### src/include/sensor_pkg.sv
// Purpose: Shared constants and types for the linear sensor readout sequencer
// Assumes: 32-bit APB register bus, one 200 MHz clock
// Notes: Dark level and reference values are plain defaults
package sensor_pkg;
  localparam int PIX_W = 12; // Held pixel level width
  localparam int IDX_W = 11; // Clock and pixel counter width
  localparam int ACC_W = 15; // Room for eight summed pixels
  localparam int FIFO_DEPTH = 4; // Output buffer depth
  // Register byte addresses
  localparam logic [11:0] ADDR_CTRL = 12'h000;
  localparam logic [11:0] ADDR_STAT = 12'h004;
  // Control field positions
  localparam int CTRL_RES = 0; // Two resolution select bits
  localparam int CTRL_MODE = 2; // Combine mode, 1 = binning
  localparam int CTRL_VAR = 3; // Two array length bits
  // Status field positions
  localparam int STAT_ST = 0;
  localparam int STAT_PD = 3;
  localparam int STAT_INT = 4;
  localparam int STAT_FULL = 5;
  localparam int STAT_TEST = 6;
  localparam int STAT_GRP = 16;
  // Clock numbers after a start strobe
  localparam logic [IDX_W-1:0] SAMPLE_END = 11'h003; // Last sampling clock
  localparam logic [IDX_W-1:0] DISCH_END = 11'h009; // Last discharge clock
  localparam logic [IDX_W-1:0] DARK_END = 11'h010; // Last dark clock
  // Array lengths of the four variants
  localparam logic [IDX_W-1:0] N_1024 = 11'h400;
  localparam logic [IDX_W-1:0] N_960 = 11'h3c0;
  localparam logic [IDX_W-1:0] N_640 = 11'h280;
  localparam logic [IDX_W-1:0] N_320 = 11'h140;
  localparam logic [PIX_W-1:0] DARK_LEVEL = 12'h0c8; // Dark reference word
  localparam logic [PIX_W-1:0] PIX_MAX = 12'hfff; // Binning saturates here

  typedef enum logic [2:0] {
    ST_IDLE = 3'b000,
    ST_SAMPLE = 3'b001,
    ST_DISCH = 3'b010,
    ST_DARK = 3'b011,
    ST_READ = 3'b100
  } seq_state_type;

  // Software configuration, latched per line at start
  typedef struct packed {
    logic [1:0] variant;
    logic mode;
    logic [1:0] res;
  } cfg_type;

  // One output word request to the combiner
  typedef struct packed {
    logic dark;
    logic mode;
    logic [1:0] res;
    logic [IDX_W-1:0] base;
  } job_type;

  // Number of output groups for a variant and resolution
  function automatic logic [IDX_W-1:0] group_count(input logic [1:0] variant,
                                                    input logic [1:0] res);
    logic [IDX_W-1:0] n;
    unique case (variant)
      2'b00: n = N_1024;
      2'b01: n = N_960;
      2'b10: n = N_640;
      2'b11: n = N_320;
    endcase
    return n >> res;
  endfunction
endpackage

### src/verilog/pixel_fifo.sv
// Purpose: Small flop-based FIFO for the pixel stream
// Assumes: Same clock on both sides
// Notes: in_ready falls when full, which stalls the combiner
`timescale 1ns/1ps
`default_nettype none
module pixel_fifo #(
  parameter int WIDTH = 12,
  parameter int DEPTH = 4
) (
  input wire logic pclk,
  input wire logic presetn,
  input wire logic clk_en,
  input wire logic [WIDTH-1:0] in_data,
  input wire logic in_valid,
  output logic in_ready,
  output logic [WIDTH-1:0] out_data,
  output logic out_valid,
  input wire logic out_ready
);
  localparam int AW = $clog2(DEPTH);
  localparam int CW = $clog2(DEPTH + 1);

  typedef struct packed {
    logic [DEPTH-1:0][WIDTH-1:0] mem; // Storage words
    logic [AW-1:0] wp; // Write index
    logic [AW-1:0] rp; // Read index
    logic [CW-1:0] cnt; // Words held
  } fifo_type;

  fifo_type q_r;
  fifo_type q_nxt;
  logic push;
  logic pop;

  // Index advance with wrap, shared by both pointers
  function automatic logic [AW-1:0] nxt_ptr(input logic [AW-1:0] p);
    return (p == AW'(DEPTH - 1)) ? '0 : p + AW'(1);
  endfunction

  assign in_ready = (q_r.cnt != CW'(DEPTH));
  assign out_valid = (q_r.cnt != '0);
  assign out_data = q_r.mem[q_r.rp];
  assign push = in_valid & in_ready;
  assign pop = out_valid & out_ready;

  // Next state
  always_comb begin
    q_nxt = q_r;
    if (push) begin
      q_nxt.mem[q_r.wp] = in_data;
      q_nxt.wp = nxt_ptr(q_r.wp);
    end
    if (pop) begin
      q_nxt.rp = nxt_ptr(q_r.rp);
    end
    if (push && !pop) begin
      q_nxt.cnt = q_r.cnt + CW'(1);
    end else if (pop && !push) begin
      q_nxt.cnt = q_r.cnt - CW'(1);
    end
  end

  // State register, frozen while the enable is low
  always_ff @(posedge pclk or negedge presetn) begin
    if (!presetn) begin
      q_r <= '0;
    end else if (clk_en) begin
      q_r <= q_nxt;
    end
  end
endmodule
`default_nettype wire

### src/verilog/pixel_combiner.sv
// Purpose: Reads held pixels of one group and sums or averages them
// Assumes: hold_level_in answers hold_addr within the same cycle
// Notes: One group of 1, 2, 4 or 8 pixels takes that many cycles
`timescale 1ns/1ps
`default_nettype none
module pixel_combiner
  import sensor_pkg::*;
(
  input wire logic pclk,
  input wire logic presetn,
  input wire logic clk_en,
  input wire job_type job,
  input wire logic job_valid,
  output logic job_ready,
  output logic [IDX_W-1:0] hold_addr,
  input wire logic [PIX_W-1:0] hold_level_in,
  output logic [PIX_W-1:0] out_data,
  output logic out_valid,
  input wire logic out_ready
);
  typedef struct packed {
    logic busy; // Walking a group
    logic mode; // 1 sums, 0 averages
    logic [1:0] res; // Group size as a shift
    logic [3:0] left; // Pixels still to read
    logic [IDX_W-1:0] addr; // Pixel now addressed
    logic [ACC_W-1:0] acc; // Running sum
    logic [PIX_W-1:0] out; // Finished word
    logic out_v; // Word waiting for the buffer
  } comb_type;

  comb_type q_r;
  comb_type q_nxt;
  logic [ACC_W-1:0] sum;

  assign job_ready = !q_r.busy && !q_r.out_v;
  assign hold_addr = q_r.addr;
  assign out_data = q_r.out;
  assign out_valid = q_r.out_v;
  assign sum = q_r.acc + ACC_W'(hold_level_in);

  // Next state
  always_comb begin
    q_nxt = q_r;
    if (q_r.out_v && out_ready) begin
      q_nxt.out_v = 1'b0;
    end
    if (job_valid && job_ready) begin
      if (job.dark) begin
        // Dark clocks show the reference level
        q_nxt.out = DARK_LEVEL;
        q_nxt.out_v = 1'b1;
      end else begin
        q_nxt.busy = 1'b1;
        q_nxt.mode = job.mode;
        q_nxt.res = job.res;
        q_nxt.left = 4'h1 << job.res;
        q_nxt.addr = job.base;
        q_nxt.acc = '0;
      end
    end else if (q_r.busy) begin
      q_nxt.acc = sum;
      q_nxt.addr = q_r.addr + IDX_W'(1);
      q_nxt.left = q_r.left - 4'h1;
      if (q_r.left == 4'h1) begin
        q_nxt.busy = 1'b0;
        q_nxt.out_v = 1'b1;
        // Binning clips at full scale; averaging keeps the scale
        if (q_r.mode) begin
          q_nxt.out = (sum > ACC_W'(PIX_MAX)) ? PIX_MAX : sum[PIX_W-1:0];
        end else begin
          q_nxt.out = PIX_W'(sum >> q_r.res);
        end
      end
    end
  end

  // State register
  always_ff @(posedge pclk or negedge presetn) begin
    if (!presetn) begin
      q_r <= '0;
    end else if (clk_en) begin
      q_r <= q_nxt;
    end
  end
endmodule
`default_nettype wire

### src/verilog/sensor_sequencer.sv
// Purpose: Start, sample, discharge and readout sequencer of a line sensor
// Assumes: Sensor clock, start, shutter and supply pins are asynchronous
// Notes: Pixel words leave through a four-word buffer with back-pressure
// What this block does
// Accepted start begins new integration
// Start taken on sensor clock rise
// Nine clocks sample then discharge
// Seven clocks of dark reference
// Each later clock outputs next pixel
// Line ends after sixteen plus N clocks
// Extra clocks restart readout, no resample
// Two select bits choose resolution
// Codes output N, N/2, N/4, N/8
// Mode bit picks binning or averaging
// Shutter acts on all pixels together
// Shutter high disconnects photodiodes, holds charge
// Drive active-low power-down reset output
// Test mode input stays grounded
// Power-down keeps sequencer idle, discharged
`timescale 1ns/1ps
`default_nettype none
module sensor_sequencer
  import sensor_pkg::*;
(
  input wire logic pclk,
  input wire logic presetn,
  input wire logic clk_en,
  input wire logic psel,
  input wire logic penable,
  input wire logic pwrite,
  input wire logic [11:0] paddr,
  input wire logic [31:0] pwdata,
  output logic [31:0] prdata,
  output logic pready,
  output logic pslverr,
  input wire logic sensor_clk_in,
  input wire logic start_in,
  input wire logic shutter_hold_in,
  input wire logic supply_ok_in,
  input wire logic test_mode_enable_in,
  output logic power_down_reset_n,
  output logic hold_capture,
  output logic cap_discharge,
  output logic photodiode_connect,
  output logic line_done,
  output logic [IDX_W-1:0] hold_addr,
  input wire logic [PIX_W-1:0] hold_level_in,
  output logic [PIX_W-1:0] analog_pixel_out,
  output logic pixel_valid,
  input wire logic pixel_ready
);
  typedef struct packed {
    logic lclk_m, lclk_s, lclk_p; // Sensor clock sync and edge
    logic start_m, start_s; // Start strobe sync
    logic shut_m, shut_s; // Shutter sync
    logic sup_m, sup_s; // Supply good sync
    logic test_m, test_s; // Test pin sync, status only
    logic pend; // Clock edge waiting for room
    logic pend_start; // Start level with that edge
    seq_state_type st; // Sequence phase
    logic [IDX_W-1:0] cnt; // Clock number since start
    logic [IDX_W-1:0] grp; // Group now output
    cfg_type cfg; // Software setting
    cfg_type lcfg; // Setting for this line
    logic integ; // Integration running
    logic pd_n; // Power-down reset, low active
    logic line_done; // Last group pushed
    logic job_v; // Job waiting for combiner
    job_type job; // Job contents
    logic [31:0] prdata; // Read data
  } seq_type;

  seq_type q_r;
  seq_type q_nxt;
  logic edge_seen; // Sensor clock rising edge
  logic go; // Edge processed this cycle
  logic take_start; // Processed edge carries a start
  logic [IDX_W-1:0] last; // Index of the final group
  logic [IDX_W-1:0] c; // Clock number after this edge
  logic job_ready;
  logic [PIX_W-1:0] cmb_data;
  logic cmb_valid;
  logic fifo_ready;
  logic access;

  assign edge_seen = q_r.lclk_s & ~q_r.lclk_p;
  assign take_start = q_r.pend ? q_r.pend_start : q_r.start_s;
  // Edges wait while a job is queued; this is the back-pressure path
  assign go = (edge_seen | q_r.pend) & ~q_r.job_v & q_r.pd_n;
  assign last = group_count(q_r.lcfg.variant, q_r.lcfg.res) - IDX_W'(1);
  assign c = q_r.cnt + IDX_W'(1);
  assign access = psel & penable;

  // Status word assembly
  function automatic logic [31:0] stat_word(input seq_type s, input logic full);
    logic [31:0] w;
    w = '0;
    w[STAT_ST +: 3] = s.st;
    w[STAT_PD] = s.pd_n;
    w[STAT_INT] = s.integ;
    w[STAT_FULL] = full;
    w[STAT_TEST] = s.test_s;
    w[STAT_GRP +: IDX_W] = s.grp;
    return w;
  endfunction

  // Push a pixel group request for group g
  function automatic job_type pix_job(input cfg_type l, input logic [IDX_W-1:0] g);
    job_type j;
    j.dark = 1'b0;
    j.mode = l.mode;
    j.res = l.res;
    j.base = IDX_W'(g << l.res);
    return j;
  endfunction

  // Next state of the whole block
  always_comb begin
    q_nxt = q_r;
    q_nxt.line_done = 1'b0;
    // Pins pass two flops before anything reads them
    q_nxt.lclk_m = sensor_clk_in;
    q_nxt.lclk_s = q_r.lclk_m;
    q_nxt.lclk_p = q_r.lclk_s;
    q_nxt.start_m = start_in;
    q_nxt.start_s = q_r.start_m;
    q_nxt.shut_m = shutter_hold_in;
    q_nxt.shut_s = q_r.shut_m;
    q_nxt.sup_m = supply_ok_in;
    q_nxt.sup_s = q_r.sup_m;
    q_nxt.test_m = test_mode_enable_in;
    q_nxt.test_s = q_r.test_m;
    q_nxt.pd_n = q_r.sup_s;
    // Job leaves when the combiner takes it
    if (q_r.job_v && job_ready) begin
      q_nxt.job_v = 1'b0;
    end
    // An edge arriving while the pending one is consumed is kept
    if (edge_seen && (go ? q_r.pend : 1'b1)) begin
      q_nxt.pend = 1'b1;
      q_nxt.pend_start = q_r.start_s;
    end else if (go) begin
      q_nxt.pend = 1'b0;
    end
    if (go) begin
      if (take_start) begin
        // New line: sample, then reset capacitors
        q_nxt.st = ST_SAMPLE;
        q_nxt.cnt = IDX_W'(1);
        q_nxt.grp = '0;
        q_nxt.lcfg = q_r.cfg;
        q_nxt.integ = 1'b0;
      end else begin
        unique case (q_r.st)
          ST_IDLE: begin
            // Clocks without a start do nothing
            q_nxt.st = ST_IDLE;
          end
          ST_SAMPLE: begin
            q_nxt.cnt = c;
            if (c > SAMPLE_END) begin
              q_nxt.st = ST_DISCH;
            end
          end
          ST_DISCH: begin
            q_nxt.cnt = c;
            if (c > DISCH_END) begin
              // Capacitors released; first dark word
              q_nxt.st = ST_DARK;
              q_nxt.integ = 1'b1;
              q_nxt.job_v = 1'b1;
              q_nxt.job = '{dark: 1'b1, mode: 1'b0, res: 2'b00, base: '0};
            end
          end
          ST_DARK: begin
            q_nxt.cnt = c;
            q_nxt.job_v = 1'b1;
            if (c > DARK_END) begin
              q_nxt.st = ST_READ;
              q_nxt.job = pix_job(q_r.lcfg, '0);
            end else begin
              q_nxt.job = '{dark: 1'b1, mode: 1'b0, res: 2'b00, base: '0};
            end
          end
          ST_READ: begin
            q_nxt.job_v = 1'b1;
            if (q_r.grp == last) begin
              // Wrap to the first group, held values reread
              q_nxt.grp = '0;
              q_nxt.job = pix_job(q_r.lcfg, '0);
            end else begin
              q_nxt.grp = q_r.grp + IDX_W'(1);
              q_nxt.job = pix_job(q_r.lcfg, q_r.grp + IDX_W'(1));
              q_nxt.line_done = (q_r.grp + IDX_W'(1) == last);
            end
          end
        endcase
      end
    end
    // Low supply forces idle with capacitors discharged
    if (!q_r.pd_n) begin
      q_nxt.st = ST_IDLE;
      q_nxt.cnt = '0;
      q_nxt.grp = '0;
      q_nxt.integ = 1'b0;
      q_nxt.pend = 1'b0;
      q_nxt.job_v = 1'b0;
    end
    // Read data captured in the setup cycle
    if (psel && !penable) begin
      if (paddr == ADDR_CTRL) begin
        q_nxt.prdata = 32'(q_r.cfg);
      end else if (paddr == ADDR_STAT) begin
        q_nxt.prdata = stat_word(q_r, !fifo_ready);
      end else begin
        q_nxt.prdata = '0;
      end
    end
    // Control write at the completing edge
    if (pready && pwrite && paddr == ADDR_CTRL) begin
      q_nxt.cfg.res = pwdata[CTRL_RES +: 2];
      q_nxt.cfg.mode = pwdata[CTRL_MODE];
      q_nxt.cfg.variant = pwdata[CTRL_VAR +: 2];
    end
  end

  // State register; the enable freezes everything
  always_ff @(posedge pclk or negedge presetn) begin
    if (!presetn) begin
      q_r <= '0;
    end else if (clk_en) begin
      q_r <= q_nxt;
    end
  end

  // Zero-wait slave; a frozen block holds the bus off
  assign pready = access & clk_en;
  assign pslverr = pready & (paddr != ADDR_CTRL) & (paddr != ADDR_STAT);
  assign prdata = q_r.prdata;
  assign power_down_reset_n = q_r.pd_n;
  assign hold_capture = (q_r.st == ST_SAMPLE);
  assign cap_discharge = (q_r.st == ST_DISCH) | ~q_r.pd_n;
  assign photodiode_connect = q_r.integ & ~q_r.shut_s;
  assign line_done = q_r.line_done;

  pixel_combiner u_comb (
    .pclk(pclk),
    .presetn(presetn),
    .clk_en(clk_en),
    .job(q_r.job),
    .job_valid(q_r.job_v),
    .job_ready(job_ready),
    .hold_addr(hold_addr),
    .hold_level_in(hold_level_in),
    .out_data(cmb_data),
    .out_valid(cmb_valid),
    .out_ready(fifo_ready)
  );

  pixel_fifo #(.WIDTH(PIX_W), .DEPTH(FIFO_DEPTH)) u_fifo (
    .pclk(pclk),
    .presetn(presetn),
    .clk_en(clk_en),
    .in_data(cmb_data),
    .in_valid(cmb_valid),
    .in_ready(fifo_ready),
    .out_data(analog_pixel_out),
    .out_valid(pixel_valid),
    .out_ready(pixel_ready)
  );
endmodule
`default_nettype wire

### config.mk
export PLATFORM = sky130hd
export DESIGN_NAME = sensor_sequencer
export DESIGN_NICKNAME = d
export VERILOG_FILES = /design/src/include/sensor_pkg.sv /design/src/verilog/pixel_fifo.sv /design/src/verilog/pixel_combiner.sv /design/src/verilog/sensor_sequencer.sv
export SDC_FILE = /design/constraint.sdc
export NUM_CORES = 1
export LEC_CHECK = 0
export BUFFER_PORTS_ARGS = -buffer_cell sky130_fd_sc_hd__buf_2
export CORE_UTILIZATION = 51
export DETAILED_ROUTE_END_ITERATION = 10
export PLACE_DENSITY_LB_ADDON = 0.1
export SLEW_MARGIN = 20
export SYNTH_ARGS = -nofsm -noshare
export SYNTH_HDL_FRONTEND = slang
export SYNTH_SLANG_ARGS = --single-unit
### constraint.sdc
create_clock -name pclk -period 4.15 [get_ports pclk]
set_clock_uncertainty 0.2 [all_clocks]
set_input_delay 0.83 -clock pclk [delete_from_list [all_inputs] [get_ports pclk]]
set_output_delay 0.83 -clock pclk [all_outputs]
set_load 0.1 [all_outputs]
==> results of run 1 <==
-- stage by stage --
step / cell area [sq um] / worst slack, ns / total power [mW]
after floorplan: 11010 / 0.2969 / 5.629
after global placement: 11390 / 0.4050 / 6.284
after detailed placement: 11390 / 0.3635 / 6.341
after CTS: 11970 / 0.6507 / 7.998
after global routing: 11970 / 0.4186 / 8.492
final: 11970 / 0.6684 / 7.935
-- area by class of cell --
cell class | instances | area, sq um | share of cell area [%]
repair buffers | 112 | 639.4 | 5.341
clock inverters | 14 | 150.1 | 1.254
flip-flops and latches | 187 | 4679 | 39.09
clock buffers | 18 | 429.2 | 3.585
multi-input cells | 790 | 5563 | 46.47
inverters | 44 | 165.2 | 1.380
well taps | 275 | 344.1 | 2.874
-- how the worst min path moves through the flow --
| stage | start | endpoint | slack [ns] |
|---|---|---|---|
| after floorplan | q_r[45] | u_comb.q_r[45] | 0.24 |
| after global placement | prdata[0] | prdata[0] | 0.26 |
| after global routing | presetn | u_fifo.q_r[8] | 0.14 |
| after CTS | presetn | u_fifo.q_r[8] | 0.14 |
| final | presetn | u_fifo.q_r[8] | 0.13 |
| after detailed placement | prdata[2] | prdata[2] | 0.27 |
-- kinds of logic after synthesis --
kind of cell / Yosys count
mux: 116
flops: 187
simple gates: 332
other cells: 1
xor+xnor: 37
buf+inv: 153
fa+ha+maj: 32
compound gates: 259
-- worst max-delay path, stage by stage (launching register included) --
cell	delay [ns]
dfrtp_1	0.52
inv_1	0.10
ha_1	0.31
nand2b_1	0.17
o311ai_0	0.12
ha_1	0.28
nand4_1	0.15
a21o_1	0.22
a221oi_2	0.38
xnor2_1	0.16
o31ai_4	0.27
buf_4	0.21
nor2_1	0.07
a22o_1	0.20
-- power groups by stage --
| stage | clock [mW] | sequential (mW) | combinational [mW] |
|---|---|---|---|
| after floorplan | 0 | 2.51 | 3.12 |
| after global placement | 0 | 2.73 | 3.55 |
| after detailed placement | 0 | 2.75 | 3.59 |
| after CTS | 1.67 | 2.72 | 3.62 |
| after global routing | 1.74 | 2.78 | 3.97 |
| final | 1.63 | 2.71 | 3.60 |
-- cells in the mapped netlist (5+ instances only) --
cell type / count
nor4_1: 7
clkbuf_1: 50
o22ai_1: 6
a211oi_1: 5
nand3_1: 35
inv_1: 41
a31oi_1: 7
o21a_1: 5
or3_1: 5
dfrtp_1: 187
nand2b_1: 14
and3_1: 16
nor2_1: 52
xor2_1: 12
buf_4: 48
buf_2: 6
mux2i_1: 32
o211ai_1: 5
nand4_1: 11
nor2b_1: 15
a22o_1: 23
ha_1: 30
nand2_1: 127
a21o_1: 10
o31ai_1: 16
a222oi_1: 8
a21oi_1: 41
mux4_2: 14
and2_1: 7
o21bai_1: 6
mux2_2: 70
o221ai_1: 5
xnor2_1: 25
or2_2: 5
nor3_1: 21
o21ai_0: 86
-- metal layers --
layer / vias up / global-route usage, % / wire length [microns]
met3: 15 / 3.804 / 933
met4: 0 / 5.876 / 172
li1: 4031 / - / -
met1: 4017 / 31.57 / 11270
met5: - / 0 / 0
met2: 169 / 37.85 / 11750
-- flip-flops by register name (all words and copies together) (netlist names) --
name	flops
prdata	18
u_comb.q_r	23
q_r	58
power_down_reset_n	1
u_comb.out_data	12
u_comb.hold_addr	11
u_comb.out_valid	1
u_fifo.q_r	55
line_done	1
q_nxt	7
==> results.json, run 1 <==
{
  "final_common_cell": "dfrtp_1",
  "ys_warn_count": 0,
  "die_w_microns": 148.6,
  "numCtsBuffers": 17,
  "antenna_found_initial": 0,
  "synthToLayoutAreaGrowth_pct": 9.162,
  "period_share_pct": 83.89,
  "rrSetupSlack_ns": 0.67,
  "setup_viol": 0,
  "grt_max_degree": 73,
  "synth.avg_cell_area_sq_um": 9.817,
  "instances_no_fill": 1440,
  "synth_cell_type_count": 77,
  "async_reset_ff_share_pct": 100.0,
  "hold_viol": 0,
  "yosysSeqAreaShare_pct": 42.67,
  "io_pins": 131,
  "synthAdderAreaFrac_pct": 3.788,
  "p_per_area_nw_per_um2": 662.9,
  "crit_end": "q_r[33]",
  "clockBufferDepth": 2,
  "grt_pass1_vias": 7867,
  "crit_required_ns": 4.27,
  "drt_wl_total_mm": 24.12,
  "max_freq_mhz": 287.2,
  "post_drt_wl_per_cell_microns": 16.75,
  "combPwrFrac_pct": 45.3,
  "cts_tree": "done",
  "synth_area_sq_um": 10970,
  "fp.dieArea_sq_um": 22090,
  "critPathLaunchType": "flip-flop",
  "finalCriticalPeriod_ns": 3.482,
  "rows": 53,
  "grt_overflow": 0,
  "path_class": "flip-flop to flip-flop",
  "synth_compound_area_share_pct": 15.94,
  "vdd_drop_max_uv": 354.7,
  "synth_mux_area_share_pct": 12.98,
  "place_inst": 1408,
  "rsz0062_at_grt": "false",
  "start_util_pct": 52.16,
  "p_clk_share_pct": 20.5,
  "fin_setup_tns_ns": 0,
  "worstPathArrival_ns": 3.60,
  "drive_gt1_share_pct": 20.77,
  "ys_ff_latch": 187,
  "status": "finished clean",
  "first_iter_violations": 521,
  "fin_util_pct": 56.94,
  "hpwl_mm": 16.95,
  "max-cap-violations": 0,
  "power_switching_mw": 3.547,
  "r2r_cells": 13,
  "synth_cells": 1117,
  "ys_top_cells_by_area": "dfrtp_1 43%, mux2_2 7.2%, nand2_1 4.3%",
  "cts.sinks": 187,
  "drc": 0,
  "gr-usage-all-layers_pct": 23.03,
  "core_area_sq_um": 21020,
  "grt_pass1_wl_mm": 40.17,
  "fp.dieH_microns": 148.6,
  "synth_edf_count": 0,
  "p_leak_nw": 5.625,
  "cts_max_level": 4,
  "relSlewSlack_pct": 42.55,
  "clk_pin_slew_ns": 0.08,
  "crit_path_end_kind": "flip-flop",
  "final_nets": 1252,
  "globalplace.congestion": 0.8506,
  "post_cts_buffers": 0,
  "firstDrtPassIters": 5,
  "portBuffers": 89,
  "worst_pin_slew_ns": 0.8618,
  "hold_class": "input pin to asynchronous set/reset pin",
  "cp_max_fo": 13,
  "diodes": 0,
  "root_buffer": "clkbuf_16",
  "rr_startpoint": "q_r[54]",
  "ant_nets": 0,
  "layout_common_cells": "187 x dfrtp_1, 127 x nand2_1, 88 x buf_2",
  "clk-insertion-delay-late_ns": 0.44,
  "synth-xor-area-share_pct": 2.955,
  "worstSetupStartpoint": "q_r[54]",
  "intPower_mw": 4.388,
  "cts_hold_buffers": 0,
  "switching_share_pct": 44.70,
  "r2r-end": "q_r[33]",
  "post_cts_resize_count": 0,
  "synth_flop_cell": "dfrtp_1",
  "whs_ns": 0.1313,
  "synth_top_area_share_pct": 42.67,
  "viasPerCell": 5.717,
  "synth-simple-area-share_pct": 14.58,
  "fillCellCount": 1869,
  "final_max_slew_viol_count": 0,
  "synth_top_family_by_area": "compound AO/OA/AOI/OAI gates",
  "vias": 8232,
  "yosysTopAreaCell": "dfrtp_1",
  "seq_power_share_pct": 34.1
}
Power figures use the tool's default switching activity.
==> run 2: changes to the inputs <==
- clock period: 4.15 -> 3.36 ns (I/O delays scaled with it)
==> results.json, run 2 (same netlist as run 1, synthesis figures left out) <==
{
  "hold_class": "input pin to asynchronous set/reset pin",
  "first_iter_violations": 555,
  "post_drt_wl_per_cell_microns": 16.74,
  "cts_tree": "done",
  "clk_pin_slew_ns": 0.08,
  "r2r_cells": 12,
  "vias": 8438,
  "place_inst": 1444,
  "multiInputGateArea_sq_um": 5669,
  "ant_nets": 0,
  "status": "finished clean",
  "seq_area_sq_um": 4681,
  "diodes": 0,
  "cts_max_level": 4,
  "crit_required_ns": 3.48,
  "core_area_sq_um": 21020,
  "finalCriticalPeriod_ns": 3.266,
  "critPathLaunchType": "flip-flop",
  "worstPathArrival_ns": 3.38,
  "relSlewSlack_pct": 56.04,
  "grt_pass1_wl_mm": 40.80,
  "vdd_drop_max_uv": 406.9,
  "final_common_cell": "dfrtp_1",
  "fillCellCount": 1850,
  "switching_share_pct": 43.89,
  "gr-usage-all-layers_pct": 23.20,
  "fin_util_pct": 59.26,
  "rows": 53,
  "setup_viol": 0,
  "grt_pass1_vias": 8003,
  "clockBufferDepth": 2,
  "hold_viol": 0,
  "drt_wl_total_mm": 24.80,
  "worst_pin_slew_ns": 0.6593,
  "power_mw": 10.46,
  "portBuffers": 89,
  "start_util_pct": 52.16,
  "cts.sinks": 187,
  "power_switching_mw": 4.591,
  "reg_top3": "q_r: 58 flops, u_fifo.q_r: 55 flops, u_comb.q_r: 23 flops",
  "max_freq_mhz": 306.2,
  "largest_reg_flops": 58,
  "fp.dieArea_sq_um": 22090,
  "firstDrtPassIters": 6,
  "seq_power_share_pct": 31.7,
  "drive_gt1_share_pct": 24.86,
  "cp_common_cell": "ha_4",
  "fp.dieH_microns": 148.6,
  "whs_ns": 0.02748,
  "combPwrFrac_pct": 48.9,
  "viasPerCell": 5.694,
  "intPower_mw": 5.870,
  "drc": 0,
  "max-cap-violations": 0,
  "numCtsBuffers": 17,
  "final_nets": 1294,
  "instances_no_fill": 1482,
  "cts_hold_buffers": 0,
  "grt_overflow": 0,
  "hpwl_mm": 17.63,
  "io_pins": 131,
  "die_w_microns": 148.6,
  "layout_common_cells": "186 x dfrtp_1, 127 x nand2_1, 88 x buf_2",
  "clk-insertion-delay-late_ns": 0.43,
  "p_per_area_nw_per_um2": 839.8,
  "globalplace.congestion": 0.8434,
  "cp_max_fo": 7,
  "grt_max_degree": 67,
  "period_share_pct": 97.20,
  "p_leak_nw": 5.876,
  "crit_slowest_cell": "or4_4",
  "crit_path_end_kind": "flip-flop",
  "antenna_found_initial": 0,
  "synthToLayoutAreaGrowth_pct": 13.60,
  "path_class": "flip-flop to flip-flop",
  "largest-register": "q_r",
  "critPathMaxStageDelay_ns": 0.51,
  "root_buffer": "clkbuf_16",
  "p_clk_share_pct": 19.4,
  "path_cells": "inv_2, ha_4, nand2b_4, o311ai_4, ha_4, xor2_1, nand4_1, or4_4, o31ai_4, buf_6, nor2_1, a22o_1",
  "fin_setup_tns_ns": 0,
  "final_max_slew_viol_count": 0
}
run 2: cell types whose count changed in the layout (fill, tap and decap cells not counted), moves of 2 or more:
cell     change
buf_12       +2
buf_4       +37
buf_6        +2
inv_8        -2
inv_1        -2
o21ai_1      +2
ha_2         +2
o21ai_0      -2
ha_4         +2
ha_1         -4
inv_2        +2
run 2: timing repair:
action | in CTS | in global routing
gates cloned | 0 | 1
setup buffers | 0 | 6
resized for setup | 1 | 21
endpoints found under the setup margin | 2 | 21
pin swaps | 1 | 8
run 2: final timing paths:
| path | end | slack [ns] | startpoint |
|---|---|---|---|
| min in group pclk | q_nxt[90] | 0.27 | supply_ok_in |
| worst max register to register | q_r[32] | 0.09 | q_r[54] |
| worst max-delay path | q_r[32] | 0.09 | q_r[54] |
| max in group asynchronous | q_r[51] | 2.17 | presetn |
| worst min-delay path | u_fifo.q_r[9] | 0.03 | presetn |
| worst min register to register | prdata[2] | 0.29 | prdata[2] |
run 2: final cells by class:
cell class              count  share of cell area (%)
well taps                 275                   2.762
repair buffers            154                   8.065
multi-input cells         790                   45.51
flip-flops and latches    187                   37.58
clock buffers              18                   3.526
inverters                  44                   1.326
clock inverters            14                   1.235
run 2: power groups by stage:
| stage | clock [mW] | sequential [mW] | combinational, mW |
|---|---|---|---|
| finish | 2.03 | 3.32 | 5.12 |
| floorplan | 0 | 3.10 | 3.90 |
| CTS | 2.08 | 3.30 | 4.92 |
| detailed placement | 0 | 3.34 | 4.89 |
| global placement | 0 | 3.32 | 4.81 |
| global route | 2.19 | 3.40 | 5.58 |
run 2: stage by stage:
| stage | worst slack (ns) | instance area (sq um) |
|---|---|---|
| after floorplan | 0.008512 | 11050 |
| after global placement | -0.05893 | 11710 |
| after detailed placement | -0.1258 | 11710 |
| after CTS | 0.02557 | 12300 |
| after global routing | -0.01089 | 12460 |
| final | 0.09394 | 12460 |
run 2: critical path: cells and delay by family, from the launching register on:
| family | cells | cell delay (ns) |
|---|---|---|
| and+or+nand+nor | 4 | 0.81 |
| AOI/OAI and AO/OA | 3 | 0.71 |
| adders and majority gates | 2 | 0.56 |
| DFF | 1 | 0.42 |
| buffers and inverters | 2 | 0.25 |
| xor gates and xnor gates | 1 | 0.19 |
run 2: per-layer routing:
metal	track usage, %	up-vias	part of all wire (%)
met5	0	-	0
met4	6.186	0	1.4
met3	3.620	27	4.1
met2	38.60	196	49
met1	31.44	4097	46
li1	-	4118	-
==> run 3: changes to the inputs <==
--- a/config.mk
+++ b/config.mk
@@ -9,2 +9,3 @@
 export CORE_UTILIZATION = 51
+export CTS_CLUSTER_DIAMETER = 60
 export DETAILED_ROUTE_END_ITERATION = 10
@@ -14,2 +15,3 @@
 export SYNTH_HDL_FRONTEND = slang
+export SYNTH_HIERARCHICAL = 1
 export SYNTH_SLANG_ARGS = --single-unit
==> constraint.sdc (replaced) <==
create_clock -name pclk -period 3.36 [get_ports pclk]
set_clock_uncertainty 0.2 [all_clocks]
set_input_delay 0.168 -clock pclk [delete_from_list [all_inputs] [get_ports pclk]]
set_output_delay 0.168 -clock pclk [all_outputs]
set_load 0.1 [all_outputs]
==> results.json, run 3 <==
{
  "status": "finished clean",
  "cts.sinks": 187,
  "critPathMaxStageDelay_ns": 0.44,
  "synthToLayoutAreaGrowth_pct": 9.732,
  "root_buffer": "clkbuf_16",
  "worstPathArrival_ns": 3.31,
  "crit_slowest_cell": "or3b_4",
  "fp.dieArea_sq_um": 23400,
  "ys_ff_latch": 187,
  "synth_cells": 1150,
  "grt_overflow": 0,
  "antenna_found_initial": 0,
  "clk_pin_slew_ns": 0.08,
  "firstDrtPassIters": 7,
  "rr_startpoint": "q_r[54]",
  "synth_top_area_share_pct": 40.26,
  "post_drt_wl_per_cell_microns": 17.53,
  "portBuffers": 89,
  "ant_nets": 0,
  "start_util_pct": 52.61,
  "cts_max_level": 4,
  "max_freq_mhz": 313.8,
  "globalplace.congestion": 0.8983,
  "drc": 0,
  "hold_path.startpoint": "paddr[4]",
  "clockBufferDepth": 2,
  "largest-register": "q_r",
  "p_leak_nw": 5.866,
  "path_cells": "inv_1, ha_1, nand2_1, o21ai_0, nand2_1, ha_1, or3b_4, o21ai_0, o211ai_1, a2111oi_2, a41o_1, buf_12, a21oi_1, a21o_1",
  "grt_max_degree": 86,
  "hpwl_mm": 18.50,
  "cp_max_fo": 19,
  "io_pins": 131,
  "synth.avg_cell_area_sq_um": 10.11,
  "holdPathEnd": "prdata[3]",
  "grt_pass1_vias": 8421,
  "first_iter_violations": 484,
  "synth_top_cells_by_count": "187 x dfrtp_1, 110 x nand2_1, 72 x nor2_1",
  "ys_warn_count": 6,
  "fin_setup_tns_ns": 0,
  "gr-usage-all-layers_pct": 23.31,
  "yosysTopAreaCell": "dfrtp_1",
  "worst_pin_slew_ns": 0.8588,
  "core_area_sq_um": 22090,
  "cts_tree": "done",
  "diodes": 0,
  "setup_viol": 0,
  "drive_gt1_share_pct": 23.97,
  "grt_pass1_wl_mm": 43.82,
  "finalCriticalPeriod_ns": 3.186,
  "r2r-end": "q_r[66]",
  "crit_required_ns": 3.48,
  "hold_class": "input pin to flip-flop",
  "final_common_cell": "dfrtp_1",
  "drt_wl_total_mm": 26.11,
  "layout_common_cells": "187 x dfrtp_1, 110 x nand2_1, 88 x buf_2",
  "largest_reg_flops": 58,
  "synth_flop_cell": "dfrtp_1",
  "rrSetupSlack_ns": 0.17,
  "synth_edf_count": 0,
  "r2r_cells": 14,
  "vias": 8751,
  "rows": 54,
  "rsz0062_at_grt": "false",
  "numCtsBuffers": 17,
  "critPathLaunchType": "flip-flop",
  "max-cap-violations": 0,
  "viasPerCell": 5.873,
  "final_max_slew_viol_count": 0,
  "synth_area_sq_um": 11620,
  "min_path_cells": 4,
  "period_share_pct": 94.84,
  "final_nets": 1298,
  "die_w_microns": 153.0,
  "reg_top3": "q_r: 58 flops, u_fifo/q_r: 55 flops, u_comb/q_r: 23 flops",
  "fin_util_pct": 57.72,
  "p_per_area_nw_per_um2": 673.2,
  "path_class": "flip-flop to flip-flop",
  "async_reset_ff_share_pct": 100.0,
  "synth.most_common_cell": "dfrtp_1",
  "vdd_drop_max_uv": 383.0,
  "fp.dieH_microns": 153.0,
  "hold_viol": 0,
  "crit_path_end_kind": "flip-flop",
  "ys_top_cells_by_area": "dfrtp_1 40%, mux2_2 4.5%, mux2_4 3.9%",
  "synth_cell_type_count": 100,
  "clk-insertion-delay-late_ns": 0.43,
  "relSlewSlack_pct": 42.75,
  "yosysSeqAreaShare_pct": 40.26
}
[run 3: worst max-delay path by stage]
stage | from | endpoint | slack, ns | cells after the start
2_1_floorplan | q_r[51] | q_r[32] | 0.09 | 14
3_3_place_gp | q_r[54] | q_r[66] | 0.18 | 14
3_5_place_dp | q_r[54] | q_r[66] | 0.15 | 13
4_1_cts | q_r[54] | q_r[66] | 0.12 | 14
5_1_grt | q_r[54] | q_r[66] | 0.002 | 13
6_report | q_r[54] | q_r[66] | 0.17 | 14
[run 3: critical path: cells and delay by family, from the launching register on]
kind | cells | cell delay [ns]
simple gates | 3 | 0.58
buf+inv | 2 | 0.22
compound gates | 7 | 1.14
flops | 1 | 0.39
fa+ha+maj | 2 | 0.55
[run 3: final cells by class]
| type | count | area, sq um |
|---|---|---|
| clock buffer | 17 | 425.4 |
| clock inverter | 15 | 166.4 |
| fill | 1902 | 9340 |
| inverter | 49 | 183.9 |
| multi-input combinational | 806 | 6081 |
| sequential | 187 | 4679 |
| tap | 280 | 350.3 |
| timing repair buffer | 136 | 867.1 |
[run 3: cell families (layout without fill, tap and decap cells)]
group	Yosys count	after routing	synth area share (%)
XOR/XNOR	32	32	2.530
AO/OA/AOI/OAI	278	278	17.38
adder cells (fa/ha/maj)	33	33	3.682
flip-flops	187	187	40.26
AND/OR/NAND/NOR	340	340	14.92
other	1	14	0.03227
buffers and inverters	170	217	7.945
multiplexers	109	109	13.25
[run 3: per-layer routing]
layer | global-route usage (%) | routed length [microns] | vias to the layer above
met4 | 5.339 | 276 | 0
met3 | 3.941 | 1127 | 18
li1 | - | - | 4220
met1 | 31.40 | 11850 | 4312
met5 | 0 | 0 | -
met2 | 39.32 | 12860 | 201
[run 3: through the flow]
stage	instance area, sq um	instances	power, mW	worst slack [ns]	hold slack, ns
2_1_floorplan	11670	1163	5.949	0.09039	-0.3276
3_3_place_gp	12000	1442	6.555	0.1783	0.06766
3_5_place_dp	12000	1442	6.590	0.1514	0.06957
4_1_cts	12730	1488	8.652	0.1176	0.02709
5_1_grt	12750	1490	9.124	0.002161	0.06755
6_report	12750	1490	8.585	0.1735	0.03605
[run 3: report_power, final]
group / internal (mW) / switching [mW]
Clock: 1.01 / 1.00
Sequential: 2.67 / 0.499
Combinational: 1.28 / 2.13
[run 3: repair_timing]
item / in CTS / in global routing
setup endpoints to repair: 0 / 5
buffers inserted: 0 / 2
endpoints found under the hold margin: 100 / 0
resized for setup: 0 / 3
hold buffers: 14 / 0
